`src/common/rsf_map.svh`:
```
`ifndef RSF_MAP_SVH
`define RSF_MAP_SVH
`define RSF_OFF_FLAGS     32'h0000_7ff0
`define RSF_OFF_CENTURY   32'h0000_7ff1
`define RSF_OFF_CENT_BYTE 32'h0001_ffc4
`define RSF_OFF_FLAGS_B   32'h0001_ffc0
`define RSF_OFF_CTRL      32'h0000_0000
`define RSF_OFF_STATUS    32'h0000_0004
`define RSF_BIT_PF        5
`define RSF_BIT_OSCILLATOR_FAIL_FLAG      4
`define RSF_BIT_UNUSED    3
`define RSF_CLK_MHZ       250
`define RSF_OSC_WAIT_MS   5
`define RSF_OSC_WAIT_CYC  (`RSF_OSC_WAIT_MS * 1000 * `RSF_CLK_MHZ)
`define RSF_XFER_NS       1000
`define RSF_XFER_CYC      ((`RSF_XFER_NS * `RSF_CLK_MHZ) / 1000)
`define RSF_CENT_MAX      8'h09
`define RSF_RST_BYTE      8'h00
`endif

```
`src/common/rsf_pkg.sv`:
```
package rsf_pkg;
   typedef enum logic [2:0] {
      RSF_ST_WAIT = 3'b001,
      RSF_ST_RUN  = 3'b010,
      RSF_ST_DONE = 3'b100
   } rsf_osc_e;
   typedef logic [7:0] rsf_byte_t;
endpackage : rsf_pkg

```
`src/design/rsf_osc_check.sv`:
```
`timescale 1ns/1ps
`include "rsf_map.svh"
// ****************************************
// Start-up oscillator watch.
// ****************************************
module rsf_osc_check
   import rsf_pkg::*;
#(
   parameter int unsigned WAIT_CYC = `RSF_OSC_WAIT_CYC
) (
   input  wire logic clk,
   input  wire logic rst,
   input  wire logic osc_enable,
   input  wire logic osc_tick,
   output logic      osc_fail_pulse,
   output logic      check_done
);
   rsf_osc_e    st_q, st_d;
   logic [31:0] cnt_q, cnt_d;
   logic        seen_q, seen_d;
   logic        fail_q, fail_d;

   always_comb begin
      st_d   = st_q;
      cnt_d  = cnt_q;
      seen_d = seen_q | osc_tick;
      fail_d = 1'b0;
      case (st_q)
         RSF_ST_WAIT: begin
            st_d = RSF_ST_RUN;
         end
         RSF_ST_RUN: begin
            cnt_d = cnt_q + 32'h0000_0001;
            if (cnt_q >= WAIT_CYC - 1) begin
               st_d   = RSF_ST_DONE;
               // A disabled oscillator is not a failure.
               fail_d = osc_enable & ~(seen_q | osc_tick);
            end
         end
         RSF_ST_DONE: begin
            st_d = RSF_ST_DONE;
         end
         default: begin
            st_d = RSF_ST_WAIT;
         end
      endcase
   end

   always_ff @(posedge clk) begin
      if (rst) begin
         st_q   <= RSF_ST_WAIT;
         cnt_q  <= 32'h0000_0000;
         seen_q <= 1'b0;
         fail_q <= 1'b0;
      end else begin
         st_q   <= st_d;
         cnt_q  <= cnt_d;
         seen_q <= seen_d;
         fail_q <= fail_d;
      end
   end

   assign osc_fail_pulse = fail_q;
   assign check_done     = (st_q == RSF_ST_DONE);
endmodule : rsf_osc_check

```
`src/design/rsf_xfer_delay.sv`:
```
`timescale 1ns/1ps
`include "rsf_map.svh"
// ****************************************
// Delayed write of one bit.
// ****************************************
module rsf_xfer_delay
   import rsf_pkg::*;
#(
   parameter int unsigned DELAY_CYC = `RSF_XFER_CYC
) (
   input  wire logic clk,
   input  wire logic rst,
   input  wire logic start,
   input  wire logic start_val,
   output logic      done,
   output logic      done_val,
   output logic      busy
);
   logic [31:0] cnt_q, cnt_d;
   logic        busy_q, busy_d;
   logic        val_q, val_d;
   logic        done_q, done_d;

   always_comb begin
      cnt_d  = cnt_q;
      busy_d = busy_q;
      val_d  = val_q;
      done_d = 1'b0;
      if (start) begin
         // A newer write restarts the delay with its own value.
         busy_d = 1'b1;
         val_d  = start_val;
         cnt_d  = 32'h0000_0000;
      end else if (busy_q) begin
         cnt_d = cnt_q + 32'h0000_0001;
         if (cnt_q >= DELAY_CYC - 1) begin
            busy_d = 1'b0;
            done_d = 1'b1;
         end
      end
   end

   always_ff @(posedge clk) begin
      if (rst) begin
         cnt_q  <= 32'h0000_0000;
         busy_q <= 1'b0;
         val_q  <= 1'b0;
         done_q <= 1'b0;
      end else begin
         cnt_q  <= cnt_d;
         busy_q <= busy_d;
         val_q  <= val_d;
         done_q <= done_d;
      end
   end

   assign done     = done_q;
   assign done_val = val_q;
   assign busy     = busy_q;
endmodule : rsf_xfer_delay

```
`src/design/rsf_flags_top.sv`:
```
// Implementation choice: register access over APB.
`timescale 1ns/1ps
`include "rsf_map.svh"
// Functional notes
// - Century count is BCD, ones digit low nibble, tens high, range 0 to 9.
// - Enabled oscillator idle for first 5 ms after power-up sets oscillator fail.
// - Oscillator fail flag is kept and never cleared by internal logic.
// - Written oscillator fail value appears only after the transfer delay.
// - Power fail flag clears on flags register read and at power-up.
module rsf_flags_top
   import rsf_pkg::*;
#(
   parameter int unsigned OSC_WAIT_CYC = `RSF_OSC_WAIT_CYC,
   parameter int unsigned XFER_CYC     = `RSF_XFER_CYC
) (
   input  wire logic        clk,
   input  wire logic        rst,
   input  wire logic        psel,
   input  wire logic        penable,
   input  wire logic        pwrite,
   input  wire logic [31:0] paddr,
   input  wire logic [31:0] pwdata,
   input  wire logic [3:0]  pstrb,
   output logic      [31:0] prdata,
   output logic             pready,
   output logic             pslverr,
   input  wire logic        osc_enable,
   input  wire logic        osc_tick,
   input  wire logic        power_fail_event,
   input  wire logic        oscillator_fail_flag_retained,
   output logic             oscillator_fail_flag,
   output logic             power_fail_flag,
   output logic      [7:0]  century_count
);
   // ****************************************
   // Register state.
   // ****************************************
   logic        oscillator_fail_flag_q, oscillator_fail_flag_d;
   logic        pf_q, pf_d;
   logic        load_q, load_d;
   rsf_byte_t   cent_q, cent_d;
   logic [31:0] rdata_q, rdata_d;
   logic        setup;
   logic        rd_flags;
   logic        wr_flags;
   logic        wr_cent;
   logic        fail_pulse;
   logic        chk_done;
   logic        x_done;
   logic        x_val;
   logic        x_busy;
   logic        acc;
   logic        wr;
   logic        rd;
   logic        hit_flags;
   logic        hit_cent;
   logic        hit_status;

   function automatic logic bcd_ok(input rsf_byte_t v);
      bcd_ok = (v <= `RSF_CENT_MAX);
   endfunction : bcd_ok

   function automatic logic [7:0] flags_byte(input logic o, input logic p);
      logic [7:0] b;
      b = 8'h00;
      b[`RSF_BIT_OSCILLATOR_FAIL_FLAG]   = o;
      b[`RSF_BIT_PF]     = p;
      b[`RSF_BIT_UNUSED] = 1'b0;
      flags_byte = b;
   endfunction : flags_byte

   function automatic logic [31:0] status_word(input logic busy, input logic done);
      status_word = {30'h0000_0000, busy, done};
   endfunction : status_word

   // Unmapped words read as zero; the error response is raised on its own path.
   function automatic logic [31:0] read_word(input logic [31:0] a,
                                             input logic        o,
                                             input logic        p,
                                             input rsf_byte_t   c,
                                             input logic [31:0] s);
      read_word = 32'h0000_0000;
      if (a == `RSF_OFF_FLAGS_B) begin
         read_word = {24'h00_0000, flags_byte(o, p)};
      end else if (a == `RSF_OFF_CENT_BYTE) begin
         read_word = {24'h00_0000, c};
      end else if (a == `RSF_OFF_STATUS) begin
         read_word = s;
      end
   endfunction : read_word

   // ****************************************
   // Helpers.
   // ****************************************
   rsf_osc_check #(
      .WAIT_CYC (OSC_WAIT_CYC)
   ) u_osc (
      .clk            (clk),
      .rst            (rst),
      .osc_enable     (osc_enable),
      .osc_tick       (osc_tick),
      .osc_fail_pulse (fail_pulse),
      .check_done     (chk_done)
   );

   rsf_xfer_delay #(
      .DELAY_CYC (XFER_CYC)
   ) u_xfer (
      .clk       (clk),
      .rst       (rst),
      .start     (wr_flags),
      .start_val (pwdata[`RSF_BIT_OSCILLATOR_FAIL_FLAG]),
      .done      (x_done),
      .done_val  (x_val),
      .busy      (x_busy)
   );

   // ****************************************
   // APB decode.
   // ****************************************
   assign acc        = psel && penable;
   assign setup      = psel && !penable;
   assign wr         = acc && pwrite;
   assign rd         = acc && !pwrite;
   assign rd_flags   = rd && hit_flags;
   assign wr_flags   = wr && hit_flags && pstrb[0];
   assign wr_cent    = wr && hit_cent && pstrb[0];
   assign hit_flags  = (paddr == `RSF_OFF_FLAGS_B);
   assign hit_cent   = (paddr == `RSF_OFF_CENT_BYTE);
   assign hit_status = (paddr == `RSF_OFF_STATUS);
   assign pready     = 1'b1;
   assign pslverr    = acc && !(hit_flags || hit_cent || hit_status);

   // ****************************************
   // Oscillator fail flag.
   // ****************************************
   always_comb begin
      oscillator_fail_flag_d = oscillator_fail_flag_q;
      load_d = 1'b0;
      // Retained flag value is picked up once, the cycle after power-up.
      if (load_q) begin
         oscillator_fail_flag_d = oscillator_fail_flag_retained;
      end
      // A host write moves the flag only once it has waited out the transfer delay.
      if (x_done) begin
         oscillator_fail_flag_d = x_val;
      end
      // A start-up failure wins over a delayed write landing in the same cycle.
      if (fail_pulse) begin
         oscillator_fail_flag_d = 1'b1;
      end
   end

   always_ff @(posedge clk) begin
      if (rst) begin
         oscillator_fail_flag_q <= 1'b0;
         load_q <= 1'b1;
      end else begin
         oscillator_fail_flag_q <= oscillator_fail_flag_d;
         load_q <= load_d;
      end
   end

   // ****************************************
   // Power fail flag.
   // ****************************************
   always_comb begin
      pf_d = pf_q;
      // Only a flag already handed out in the read word is cleared, so an event
      // that lands between capture and access is not lost.
      if (rd_flags && rdata_q[`RSF_BIT_PF]) begin
         pf_d = 1'b0;
      end
      // A new power failure wins over the clearing read.
      if (power_fail_event) begin
         pf_d = 1'b1;
      end
   end

   always_ff @(posedge clk) begin
      if (rst) begin
         pf_q <= 1'b0;
      end else begin
         pf_q <= pf_d;
      end
   end

   // ****************************************
   // Century count.
   // ****************************************
   always_comb begin
      cent_d = cent_q;
      // A word outside the BCD range is dropped, so the count never leaves 0 to 9.
      if (wr_cent && bcd_ok(pwdata[7:0])) begin
         cent_d = pwdata[7:0];
      end
   end

   always_ff @(posedge clk) begin
      if (rst) begin
         cent_q <= `RSF_RST_BYTE;
      end else begin
         cent_q <= cent_d;
      end
   end

   // ****************************************
   // Read data.
   // ****************************************
   always_comb begin
      rdata_d = rdata_q;
      // The word is caught in the setup phase, so the zero-wait access phase answers
      // from a register; the price is that it shows the state of the setup cycle.
      if (setup) begin
         rdata_d = read_word(paddr, oscillator_fail_flag_q, pf_q, cent_q, status_word(x_busy, chk_done));
      end
   end

   always_ff @(posedge clk) begin
      if (rst) begin
         rdata_q <= 32'h0000_0000;
      end else begin
         rdata_q <= rdata_d;
      end
   end

   assign prdata = rdata_q;

   assign oscillator_fail_flag = oscillator_fail_flag_q;
   assign power_fail_flag      = pf_q;
   assign century_count        = cent_q;
endmodule : rsf_flags_top

```
`config.mk`:
```
export PLATFORM = sky130hd
export DESIGN_NAME = rsf_flags_top
export DESIGN_NICKNAME = d
export VERILOG_FILES = /design/src/common/rsf_pkg.sv /design/src/design/rsf_osc_check.sv /design/src/design/rsf_xfer_delay.sv /design/src/design/rsf_flags_top.sv
export VERILOG_INCLUDE_DIRS = /design/src /design/src/common
export SDC_FILE = /design/constraint.sdc
export NUM_CORES = 1
export LEC_CHECK = 0
export BUFFER_PORTS_ARGS = -buffer_cell sky130_fd_sc_hd__buf_2
export CAP_MARGIN = 20
export CORE_ASPECT_RATIO = 0.8
export CORE_MARGIN = 8
export CORE_UTILIZATION = 45
export DETAILED_ROUTE_END_ITERATION = 10
export GPL_TIMING_DRIVEN = 0
export PLACE_DENSITY = 0.76
export REMOVE_ABC_BUFFERS = 1
export SYNTH_ARGS = -nofsm -noshare
export SYNTH_HDL_FRONTEND = slang
export SYNTH_SLANG_ARGS = --single-unit
```
`constraint.sdc`:
```
create_clock -name clk -period 4.9 [get_ports clk]
set_input_delay 0.98 -clock clk [delete_from_list [all_inputs] [get_ports clk]]
set_output_delay 0.98 -clock clk [all_outputs]
set_load 0.01 [all_outputs]
```
==> results of run 1 <==
==> cell families after synthesis <==
logic type / count (synthesis)
AND/OR/NAND/NOR: 264
other: 2
AO/OA/AOI/OAI: 45
XOR/XNOR: 55
buffers and inverters: 53
multiplexers: 7
adder cells (fa/ha/maj): 4
flip-flops: 91
==> registers in the layout, summed over array words and instances (netlist names) <==
name                  cells
load_q                    1
u_xfer.cnt_q             32
century_count             8
u_osc.osc_fail_pulse      1
prdata                    8
u_osc.cnt_q              32
u_osc.seen_q              1
power_fail_flag           1
u_xfer.done               1
oscillator_fail_flag      1
u_xfer.done_val           1
u_osc.st_q                3
u_xfer.busy               1
==> through the flow <==
stage                     hold WS [ns]  power [mW]  setup WS [ns]  util [%]
after global routing             0.488        1.52           1.43      52.6
after CTS                        0.447        1.48           1.56      52.6
after global placement           0.419       0.835           1.58      49.5
after detailed placement         0.436       0.837           1.56      49.7
final                            0.446        1.47           1.56      52.6
after floorplan                  0.405       0.798           1.90         -
==> layout by cell type (no fill, tap or decap), types with 3 or more instances in the layout <==
cell,instances
nor4_2,3
mux2i_1,6
nor2b_1,4
ha_1,4
dfxtp_1,91
and2_1,8
nand2_1,37
conb_1,25
nand3_1,20
a21oi_1,11
nand2b_1,4
and4_1,6
and3_1,6
or3_1,6
nor2_1,85
nor3_1,13
nor4_1,19
xor2_1,38
o21ai_0,11
clkbuf_16,9
a22oi_1,6
xnor2_1,17
or2_2,3
nand4_1,36
buf_2,69
inv_1,13
o31ai_1,3
==> path summary, 6_finish.rpt <==
path,start,to,slack (ns),cells past startpoint
hold / removal,u_osc.osc_fail_pulse,oscillator_fail_flag,0.45,2
hold reg to reg,u_osc.osc_fail_pulse,oscillator_fail_flag,0.45,2
setup / recovery,paddr[5],pslverr,1.56,7
setup reg to reg,u_xfer.busy,u_xfer.cnt_q[25],2.37,5
==> power by group <==
| group | switching (mW) | internal, mW |
|---|---|---|
| Sequential | 0.00617 | 0.745 |
| Clock | 0.284 | 0.359 |
| Combinational | 0.0439 | 0.0268 |
| Total | 0.334 | 1.13 |
==> worst min-delay path, stage by stage (launching register included) <==
cell and delay, ns:
dfxtp_1 0.30, inv_1 0.05, a21oi_1 0.05
==> routing by layer <==
layer | share of wire [%] | wire (µm)
met5 | 0 | 0
met4 | 0.85 | 87
met3 | 8.8 | 899
met2 | 45 | 4620
met1 | 45 | 4600
==> layout make-up <==
cell class | count | share of cell area (%)
multi-input cells | 400 | 47.6
flip-flops and latches | 91 | 36.0
repair buffers | 70 | 6.98
clock buffers | 11 | 4.80
well taps | 119 | 2.94
inverters | 13 | 0.965
clock inverters | 5 | 0.693
==> key figures, run 1 <==
Detailed routing
  • Vias per inst: 5.34
  • DRC violations left: 0
  • Wirelength per Cell: 14.4 µm
  • Via count: about 3800
  • Iteration-0 DRC Markers: 232
  • Routed WL: 10.2 mm
  • Pre-antenna DRT Iters: 4
  • Antenna-violating nets left: 0

Placed design
  • DP Area: about 4800 µm²
  • Post-Place Cells: 693
  • Final HPWL DP: between 7 and 8 mm
  • GPL Wtd Cong: 0.900
  • Port bufs: 68

Floorplanning
  • Num ports: 121
  • Horiz. Die Dim: 127 µm
  • Die Y: 105 µm
  • DIE AREA: around 13000 µm²
  • Initial Utilization: 46.2%
  • FP Rows: 32
  • Core Region: 9610 µm²

Clock network
  • Quantity of gates resized following cts: 0
  • H-tree depth: 3
  • CTS Sinks: 91
  • Post-CTS Setup Inserts: 0
  • Root Driver: clkbuf_16
  • Clock tree from TritonCTS: built
  • Clock latency on the worst-skew pair: 0.34 ns
  • Clock Path Buffers: 2
  • CTS buffer count: 9
  • Count of hold-fix buffers inserted at cts: 0
  • Clock Pin Slew Worst Setup and Hold Paths: 0.06 ns

Global routing
  • GRT met2 Usage: 24.9%
  • Vias in the first global route: 3815
  • Antenna violations before repair: 0
  • Global route overflow: 0
  • Largest net degree at the start of global routing: 54
  • Grt met1 use: 18.4%
  • First-pass GRT wire length: 17.4 mm
  • GR Util met3: 6.55%
  • Grt peak-use layer: met2
  • Total GRT Usage: 15.5%

Synthesis
  • Synth Area per Inst: 8.52 µm²
  • Most common cell in the netlist: dfxtp_1
  • Synth cell count leaders: 91 x dfxtp_1, 85 x nor2_1, 38 x xor2_1, 37 x nand2_1, 36 x nand4_1
  • Distinct cells, synth: 53
  • Cell count after synthesis: 521
  • Post-synthesis sequential area ratio: 41.0%
  • Xor/xnor share of the synthesized area: 10.8%
  • Post-synthesis adder-cell area fraction: approximately 1.1%
  • Top_reg_cell synth: dfxtp_1
  • Synth Area in Simple Gates: 31.6%
  • Mapped Area: 4440 µm²
  • Main combinational cell family by area after synthesis: simple AND/OR/NAND/NOR gates
  • Multiplexer share of the synthesized area: under 10%
  • Synth Register Bits: 91
  • Async SR Flop Fraction: 0%
  • Top cell type by total area after synthesis: dfxtp_1
  • Ys Warns: 0
  • Post-synth EDFFs: 0
  • Compound-Gate Fraction of Synth Area: 6.76%
  • Ranking of synthesized cells by area: dfxtp_1 41%, xor2_1 7.5%, nor2_1 7.2%
  • Synth top area share: 41.0%

Finish
  • Final non-filler cell total: 709
  • Ant. Diodes: 0
  • Layout cells sized above 1: 16.8%
  • Area taken by flip-flops and latches: 1820 µm²
  • Area added between synthesis and finish: 13.9%
  • Multi-input gate area: 2410 µm²
  • Nets: between 600 and 700
  • Layout filler cell count: 868
  • Design area: 5060 µm²

STA
  • Worst slew margin: 34.0%
  • Hold Vio Cnt, Final: 0
  • Slew at the pin closest to its max-slew limit: slightly below 1 ns
  • Final Skew: 0.00994 ns
  • Endpoints failing setup: 0
  • Crit path time final: 3.34 ns
  • Final slew viol count: 0
  • Final period util: just under 70%
  • Setup TNS: 0 ns
  • Achievable clock frequency: 299 MHz
  • RSZ-0062 raised after global routing: no

Setup path
  • Crit path buf inv count: 2
  • Top cell by count, worst path: buf_2
  • Worst path slowest cell: or4_1
  • Crit-path max FO: 3
  • Worst Setup Start Kind: input pin
  • Setup crit end kind: primary output
  • Critical Path AT: 2.36 ns
  • CP cell instances: buf_2 -> or4_1 -> nor3_1 -> and4_1 -> a41o_1 -> a21oi_1 -> buf_2
  • Crit-path max cell delay: around 0.5 ns
  • Crit Path Class: input pin to primary output
  • Worst path top cell family by delay: simple AND/OR/NAND/NOR gates
  • Required @ worst endpoint: 3.92 ns

Job
  • Max-cap viol count: 0

Power
  • Max IR drop VDD: 0.246 mV
  • Static leakage: 1.94 nW
  • PwrDens: 290 nW/µm²

Status
  • Status: complete, no violations

Min path
  • Worst Hold Class: register to register
No activity file was read; power rests on OpenSTA's default activity.
==> run 2: changes to the inputs <==
Settings changed: ABC_AREA set to 1, PLACE_DENSITY 0.76 to 0.77.
Clock period 4.9 ns to 2.95 ns, I/O delays scaled along.
==> run 2 against run 1 <==
Against the previous run:
- wire length is 21% higher
- global-route usage is 0.51 points higher
- cell count is 47% higher
- sequential cell count stayed put
- critical path type is now input pin to register
- clock skew is 0.0010 ns lower
- worst setup slack worse by 1.0 ns
- register-to-register slack worse by 1.2 ns
- worst hold slack better by 0.020 ns
- largest cell class unchanged
==> key figures, run 2 <==
Finish
  • Layout filler cell count: 1185
  • Multi-input gate area: 2940 µm²
  • Ant. Diodes: 0
  • Layout cells sized above 1: between 15 and 20%
  • Commonest non-fill, non-tap cells in the layout: 191 x nand2_1, 147 x nor2_1, 106 x inv_1
  • Largest registers: u_osc.cnt_q: 32 flops, u_xfer.cnt_q: 32 flops
  • Nets: 969
  • Design area: roughly 6000 µm²
  • Area taken by flip-flops and latches: about 1800 µm²
  • Area added between synthesis and finish: 12.2%
  • Commonest non-fill, non-tap cell in the layout: nand2_1

Floorplanning
  • DIE AREA: 15600 µm²
  • Num ports: 121
  • FP Rows: 35
  • Core Region: about 12000 µm²
  • Horiz. Die Dim: 138 µm
  • Die Y: ~110 µm
  • Initial Utilization: 46.2%

Setup path
  • Setup crit end kind: register
  • Crit-path max FO: 31
  • R2R cell count: 7
  • Critical Path AT: roughly 2.7 ns
  • Crit Path Class: input pin to register
  • Worst Setup Start Kind: input pin
  • Required @ worst endpoint: 3.20 ns

Synthesis
  • Post-synthesis adder-cell area fraction: 0.937%
  • Main combinational cell family by area after synthesis: simple AND/OR/NAND/NOR gates
  • Distinct cells, synth: 39
  • Synth Area in Simple Gates: 43.5%
  • Post-synth EDFFs: 0
  • Ys Warns: 0
  • Mapped Area: 5340 µm²
  • Synth top area share: 34.1%
  • Compound-Gate Fraction of Synth Area: 5.88%
  • Post-synthesis sequential area ratio: 34.1%
  • Synth Area per Inst: 6.50 µm²
  • Top_reg_cell synth: dfxtp_1
  • Xor/xnor share of the synthesized area: 2.95%
  • Multiplexer share of the synthesized area: 0%
  • Top cell type by total area after synthesis: dfxtp_1
  • Cell count after synthesis: 822
  • Async SR Flop Fraction: 0%
  • Most common cell in the netlist: nand2_1
  • Ranking of synthesized cells by area: dfxtp_1 34%, nand2_1 13%, nor2_1 10%
  • Synth Register Bits: 91
  • Synth cell count leaders: 191 x nand2_1, 147 x nor2_1, 106 x inv_1, 91 x dfxtp_1, 56 x nand3_1

Placed design
  • DP Area: 5710 µm²
  • Final HPWL DP: 9.54 mm
  • Post-Place Worst Slack: roughly 0.13 ns
  • Port bufs: 68
  • GPL Wtd Cong: 0.877

Clock network
  • Clock latency on the worst-skew pair: approximately 0.34 ns
  • Count of hold-fix buffers inserted at cts: 0
  • CTS Sinks: 91
  • Post-CTS Setup Inserts: 0
  • CTS buffer count: 9
  • Root Driver: clkbuf_16
  • Clock tree from TritonCTS: built
  • Quantity of gates resized following cts: 0
  • H-tree depth: 3
  • Clock Path Buffers: 2
  • Clock Pin Slew Worst Setup and Hold Paths: ~0.070 ns

Power
  • PwrDens: between 400 and 500 nW/µm²
  • Static leakage: 2.64 nW
  • Max IR drop VDD: 0.335 mV

Detailed routing
  • Pre-antenna DRT Iters: 5
  • Vias per inst: slightly below 5
  • Iteration-0 DRC Markers: 391
  • Antenna-violating nets left: 0
  • Routed WL: 12.3 mm
  • Via count: between 5000 and 6000
  • DRC violations left: 0
  • Wirelength per Cell: 11.8 µm

STA
  • Final slew viol count: 0
  • Setup TNS: 0 ns
  • RSZ-0062 raised after global routing: no
  • Crit path time final: 2.39 ns
  • WHS: 0.466 ns
  • Worst slew margin: 34.0%
  • Final Skew: 0.00891 ns
  • Endpoints failing setup: 0
  • Setup ws final: 0.557 ns
  • Final period util: 81.1%
  • Hold Vio Cnt, Final: 0
  • Slew at the pin closest to its max-slew limit: 0.989 ns
  • Achievable clock frequency: 418 MHz

Global routing
  • Vias in the first global route: between 4000 and 5000
  • Total GRT Usage: between 15 and 20%
  • Antenna violations before repair: 0
  • Largest net degree at the start of global routing: 32
  • First-pass GRT wire length: a little over 20 mm
  • Global route overflow: 0

Job
  • Max-cap viol count: 0

Min path
  • Hold Crit Depth: 2
  • Worst Hold Class: register to register

Status
  • Status: complete, no violations
-- run 2: final timing paths --
kind                                         end  slack, ns    startpoint
worst max-delay path            u_xfer.cnt_q[12]       0.56           rst
worst min-delay path                u_osc.seen_q       0.47  u_osc.seen_q
worst max register to register  u_xfer.cnt_q[20]       1.16   u_xfer.busy
worst min register to register      u_osc.seen_q       0.47  u_osc.seen_q
-- run 2: cells by family (layout without fill, tap and decap cells) --
kind of cell / count (synthesis) / count (layout)
AOI/OAI and AO/OA: 61 / 61
xor gates and xnor gates: 18 / 18
adders and majority gates: 4 / 4
buffers and inverters: 147 / 195
DFF: 91 / 91
other: 2 / 25
and+or+nand+nor: 499 / 499
-- run 2: report_power, final --
part | total [mW] | switching [mW] | internal [mW]
combinational | 0.156 | 0.102 | 0.0532
sequential | 1.25 | 0.0114 | 1.24
clock | 1.12 | 0.526 | 0.592
total | 2.53 | 0.640 | 1.89
-- run 2: routing by layer --
metal | share of wire [%] | vias to the layer above | track usage, % | routed length (µm)
li1 | - | 2662 | - | -
met1 | 48 | 2226 | 20.7 | 5880
met2 | 47 | 111 | 26.2 | 5790
met3 | 4.6 | 7 | 3.56 | 561
met4 | 0.66 | 0 | 4.00 | 81
met5 | 0 | - | 0 | 0
-- run 2: area by class of cell --
cell class | count | share of cell area [%]
multi-input combinational | 607 | 49.0
sequential | 91 | 30.4
inverter | 111 | 6.99
timing repair buffer | 68 | 5.68
clock buffer | 9 | 3.76
tap | 148 | 3.09
clock inverter | 7 | 1.06
-- run 2: stage by stage --
step	instances	util [%]	total power, mW
floorplan	809	-	1.37
global placement	1025	49.4	1.43
finish	1041	51.9	2.53
detailed placement	1025	49.4	1.44
global route	1041	51.9	2.63
CTS	1041	51.9	2.55
-- run 2: critical path: stages --
cell and delay, ns:
buf_2 0.29, inv_1 0.81, nand2_2 0.62, nor3_1 0.30
==> run 3: changes to the inputs <==
Settings changed: PLACE_DENSITY 0.77 to 0.74.
Clock period 2.95 ns to 2.48 ns, I/O delays scaled along.
==> run 3 against run 2 <==
Against the previous run:
- wire length grew 2.7%
- cell count unchanged
- sequential cell count stayed put
- final area grew 0.19%
- worst setup slack got worse by 0.25 ns
- worst hold slack got worse by 0.082 ns
- via count rose by 0.14%
- sequential share of layout area down 0.057 points
- clock skew shrank 0.0019 ns
- die area unchanged
- critical path type unchanged
==> key figures, run 3 (synthesis gave the netlist of run 2 again) <==
Setup path
  • CP Depth: 4
  • Worst Setup Start Kind: input pin
  • Critical Path AT: 2.39 ns
  • Crit-path max cell delay: 0.72 ns
  • CP cell instances: buf_2 -> clkinvlp_4 -> nand2_4 -> nor2_1
  • Required @ worst endpoint: 2.70 ns
  • Setup crit end kind: register
  • Worst path slowest cell: clkinvlp_4
  • Crit Path Class: input pin to register
  • R2R cell count: 7
  • Crit path buf inv count: 2
  • Crit-path max FO: 31
  • Worst path top cell family by delay: buffers and inverters

Placed design
  • Post-Place Cells: roughly 1000
  • DP Area: 5710 µm²
  • Port bufs: 68
  • Final HPWL DP: 9.70 mm
  • GPL Wtd Cong: slightly below 0.9

Status
  • Status: complete, no violations

Detailed routing
  • WL met1: 6.10 mm
  • Antenna-violating nets left: 0
  • Top Metal Used: met4
  • Routed WL: 12.7 mm
  • DRC violations left: 0
  • Pre-antenna DRT Iters: 5
  • DR WL met2: between 5 and 6 mm
  • Iteration-0 DRC Markers: 313
  • Wirelength per Cell: between 10 and 15 µm
  • Via count: 5013
  • Met3 routed wirelength: 539 µm
  • Vias per inst: 4.82

Finish
  • Area taken by flip-flops and latches: 1820 µm²
  • Layout filler cell count: 1176
  • Commonest non-fill, non-tap cell in the layout: nand2_1
  • Area added between synthesis and finish: 12.4%
  • Largest registers: u_osc.cnt_q: 32 flops, u_xfer.cnt_q: 32 flops
  • Design area: approximately 6000 µm²
  • Final non-filler cell total: 1041
  • Commonest non-fill, non-tap cells in the layout: 191 x nand2_1, 147 x nor2_1, 105 x inv_1
  • Ant. Diodes: 0
  • Multi-input gate area: 2940 µm²
  • Layout cells sized above 1: 15.9%
  • Nets: 969

Floorplanning
  • Die Y: ~110 µm
  • Horiz. Die Dim: 138 µm
  • FP Rows: 35
  • Num ports: 121
  • Core Region: 11600 µm²
  • Initial Utilization: 46.2%
  • DIE AREA: 15600 µm²

STA
  • Hold Vio Cnt, Final: 0
  • Final period util: 87.4%
  • RSZ-0062 raised after global routing: no
  • Setup TNS: 0 ns
  • WHS: 0.384 ns
  • Endpoints failing setup: 0
  • Worst slew margin: 53.5%
  • Achievable clock frequency: 461 MHz
  • Final Skew: 0.00705 ns
  • Final slew viol count: 0
  • Crit path time final: 2.17 ns
  • Slew at the pin closest to its max-slew limit: roughly 0.69 ns

Clock network
  • H-tree depth: 3
  • CTS buffer count: 9
  • Clock tree from TritonCTS: built
  • Clock Path Buffers: 2
  • Count of hold-fix buffers inserted at cts: 0
  • Clock latency on the worst-skew pair: 0.35 ns
  • CTS Sinks: 91
  • Clock Pin Slew Worst Setup and Hold Paths: approximately 0.07 ns
  • Root Driver: clkbuf_16

Global routing
  • Antenna violations before repair: 0
  • Largest net degree at the start of global routing: 32
  • Vias in the first global route: 4617
  • Global route overflow: 0
  • Total GRT Usage: 16.7%
  • First-pass GRT wire length: 21.3 mm

Job
  • Max-cap viol count: 0

Min path
  • Worst Hold Class: input pin to register
  • Hold Crit Depth: 3

Power
  • Max IR drop VDD: 0.310 mV
  • Total Power: 3.02 mW
  • Static leakage: 2.64 nW
  • PwrDens: 502 nW/µm²
[run 3: cell types whose count changed in the layout (fill, tap and decap cells not counted), sizes merged]
| cell | before | now |
|---|---|---|
| clkinvlp | 0 | 1 |
| inv | 116 | 115 |
[run 3: where the power goes]
group | internal (mW) | total [mW] | switching [mW]
Combinational | 0.0640 | 0.186 | 0.123
Sequential | 1.48 | 1.49 | 0.0132
Clock | 0.708 | 1.34 | 0.632
[run 3: stage by stage]
step           util, %  setup slack (ns)
2_1_floorplan        -             0.806
3_3_place_gp      49.4            -0.194
3_5_place_dp      49.4            -0.224
4_1_cts           51.9             0.133
5_1_grt           51.9             0.136
6_report          51.9             0.312
[run 3: timing repair]
action | in CTS | in global routing
buffers inserted | 0 | 0
gates resized for setup | 0 | 2
endpoints found under the setup margin | 0 | 2
[run 3: area by class of cell]
class	count	area share (%)
clock inverter	7	1.10
clock buffer	9	3.75
tap	148	3.08
timing repair buffer	68	5.67
sequential	91	30.3
inverter	111	7.04
multi-input combinational	607	49.0
[run 3: worst min-delay path, cell delays in order]
cell,delay [ns]
buf_2,0.08
nor2_1,0.04
nor2_1,0.08
[run 3: metal layers]
layer | up-vias | GRT usage [%]
met5 | - | 0
met4 | 0 | 4.57
met3 | 13 | 3.73
met2 | 88 | 26.8
met1 | 2253 | 22.0
li1 | 2659 | -
[run 3: final timing paths]
check | start | endpoint | slack (ns)
worst max-delay path | rst | u_xfer.cnt_q[29] | 0.31
worst min-delay path | pwdata[0] | century_count[0] | 0.38
worst max register to register | u_xfer.busy | u_xfer.cnt_q[26] | 0.67
worst min register to register | century_count[6] | century_count[6] | 0.47
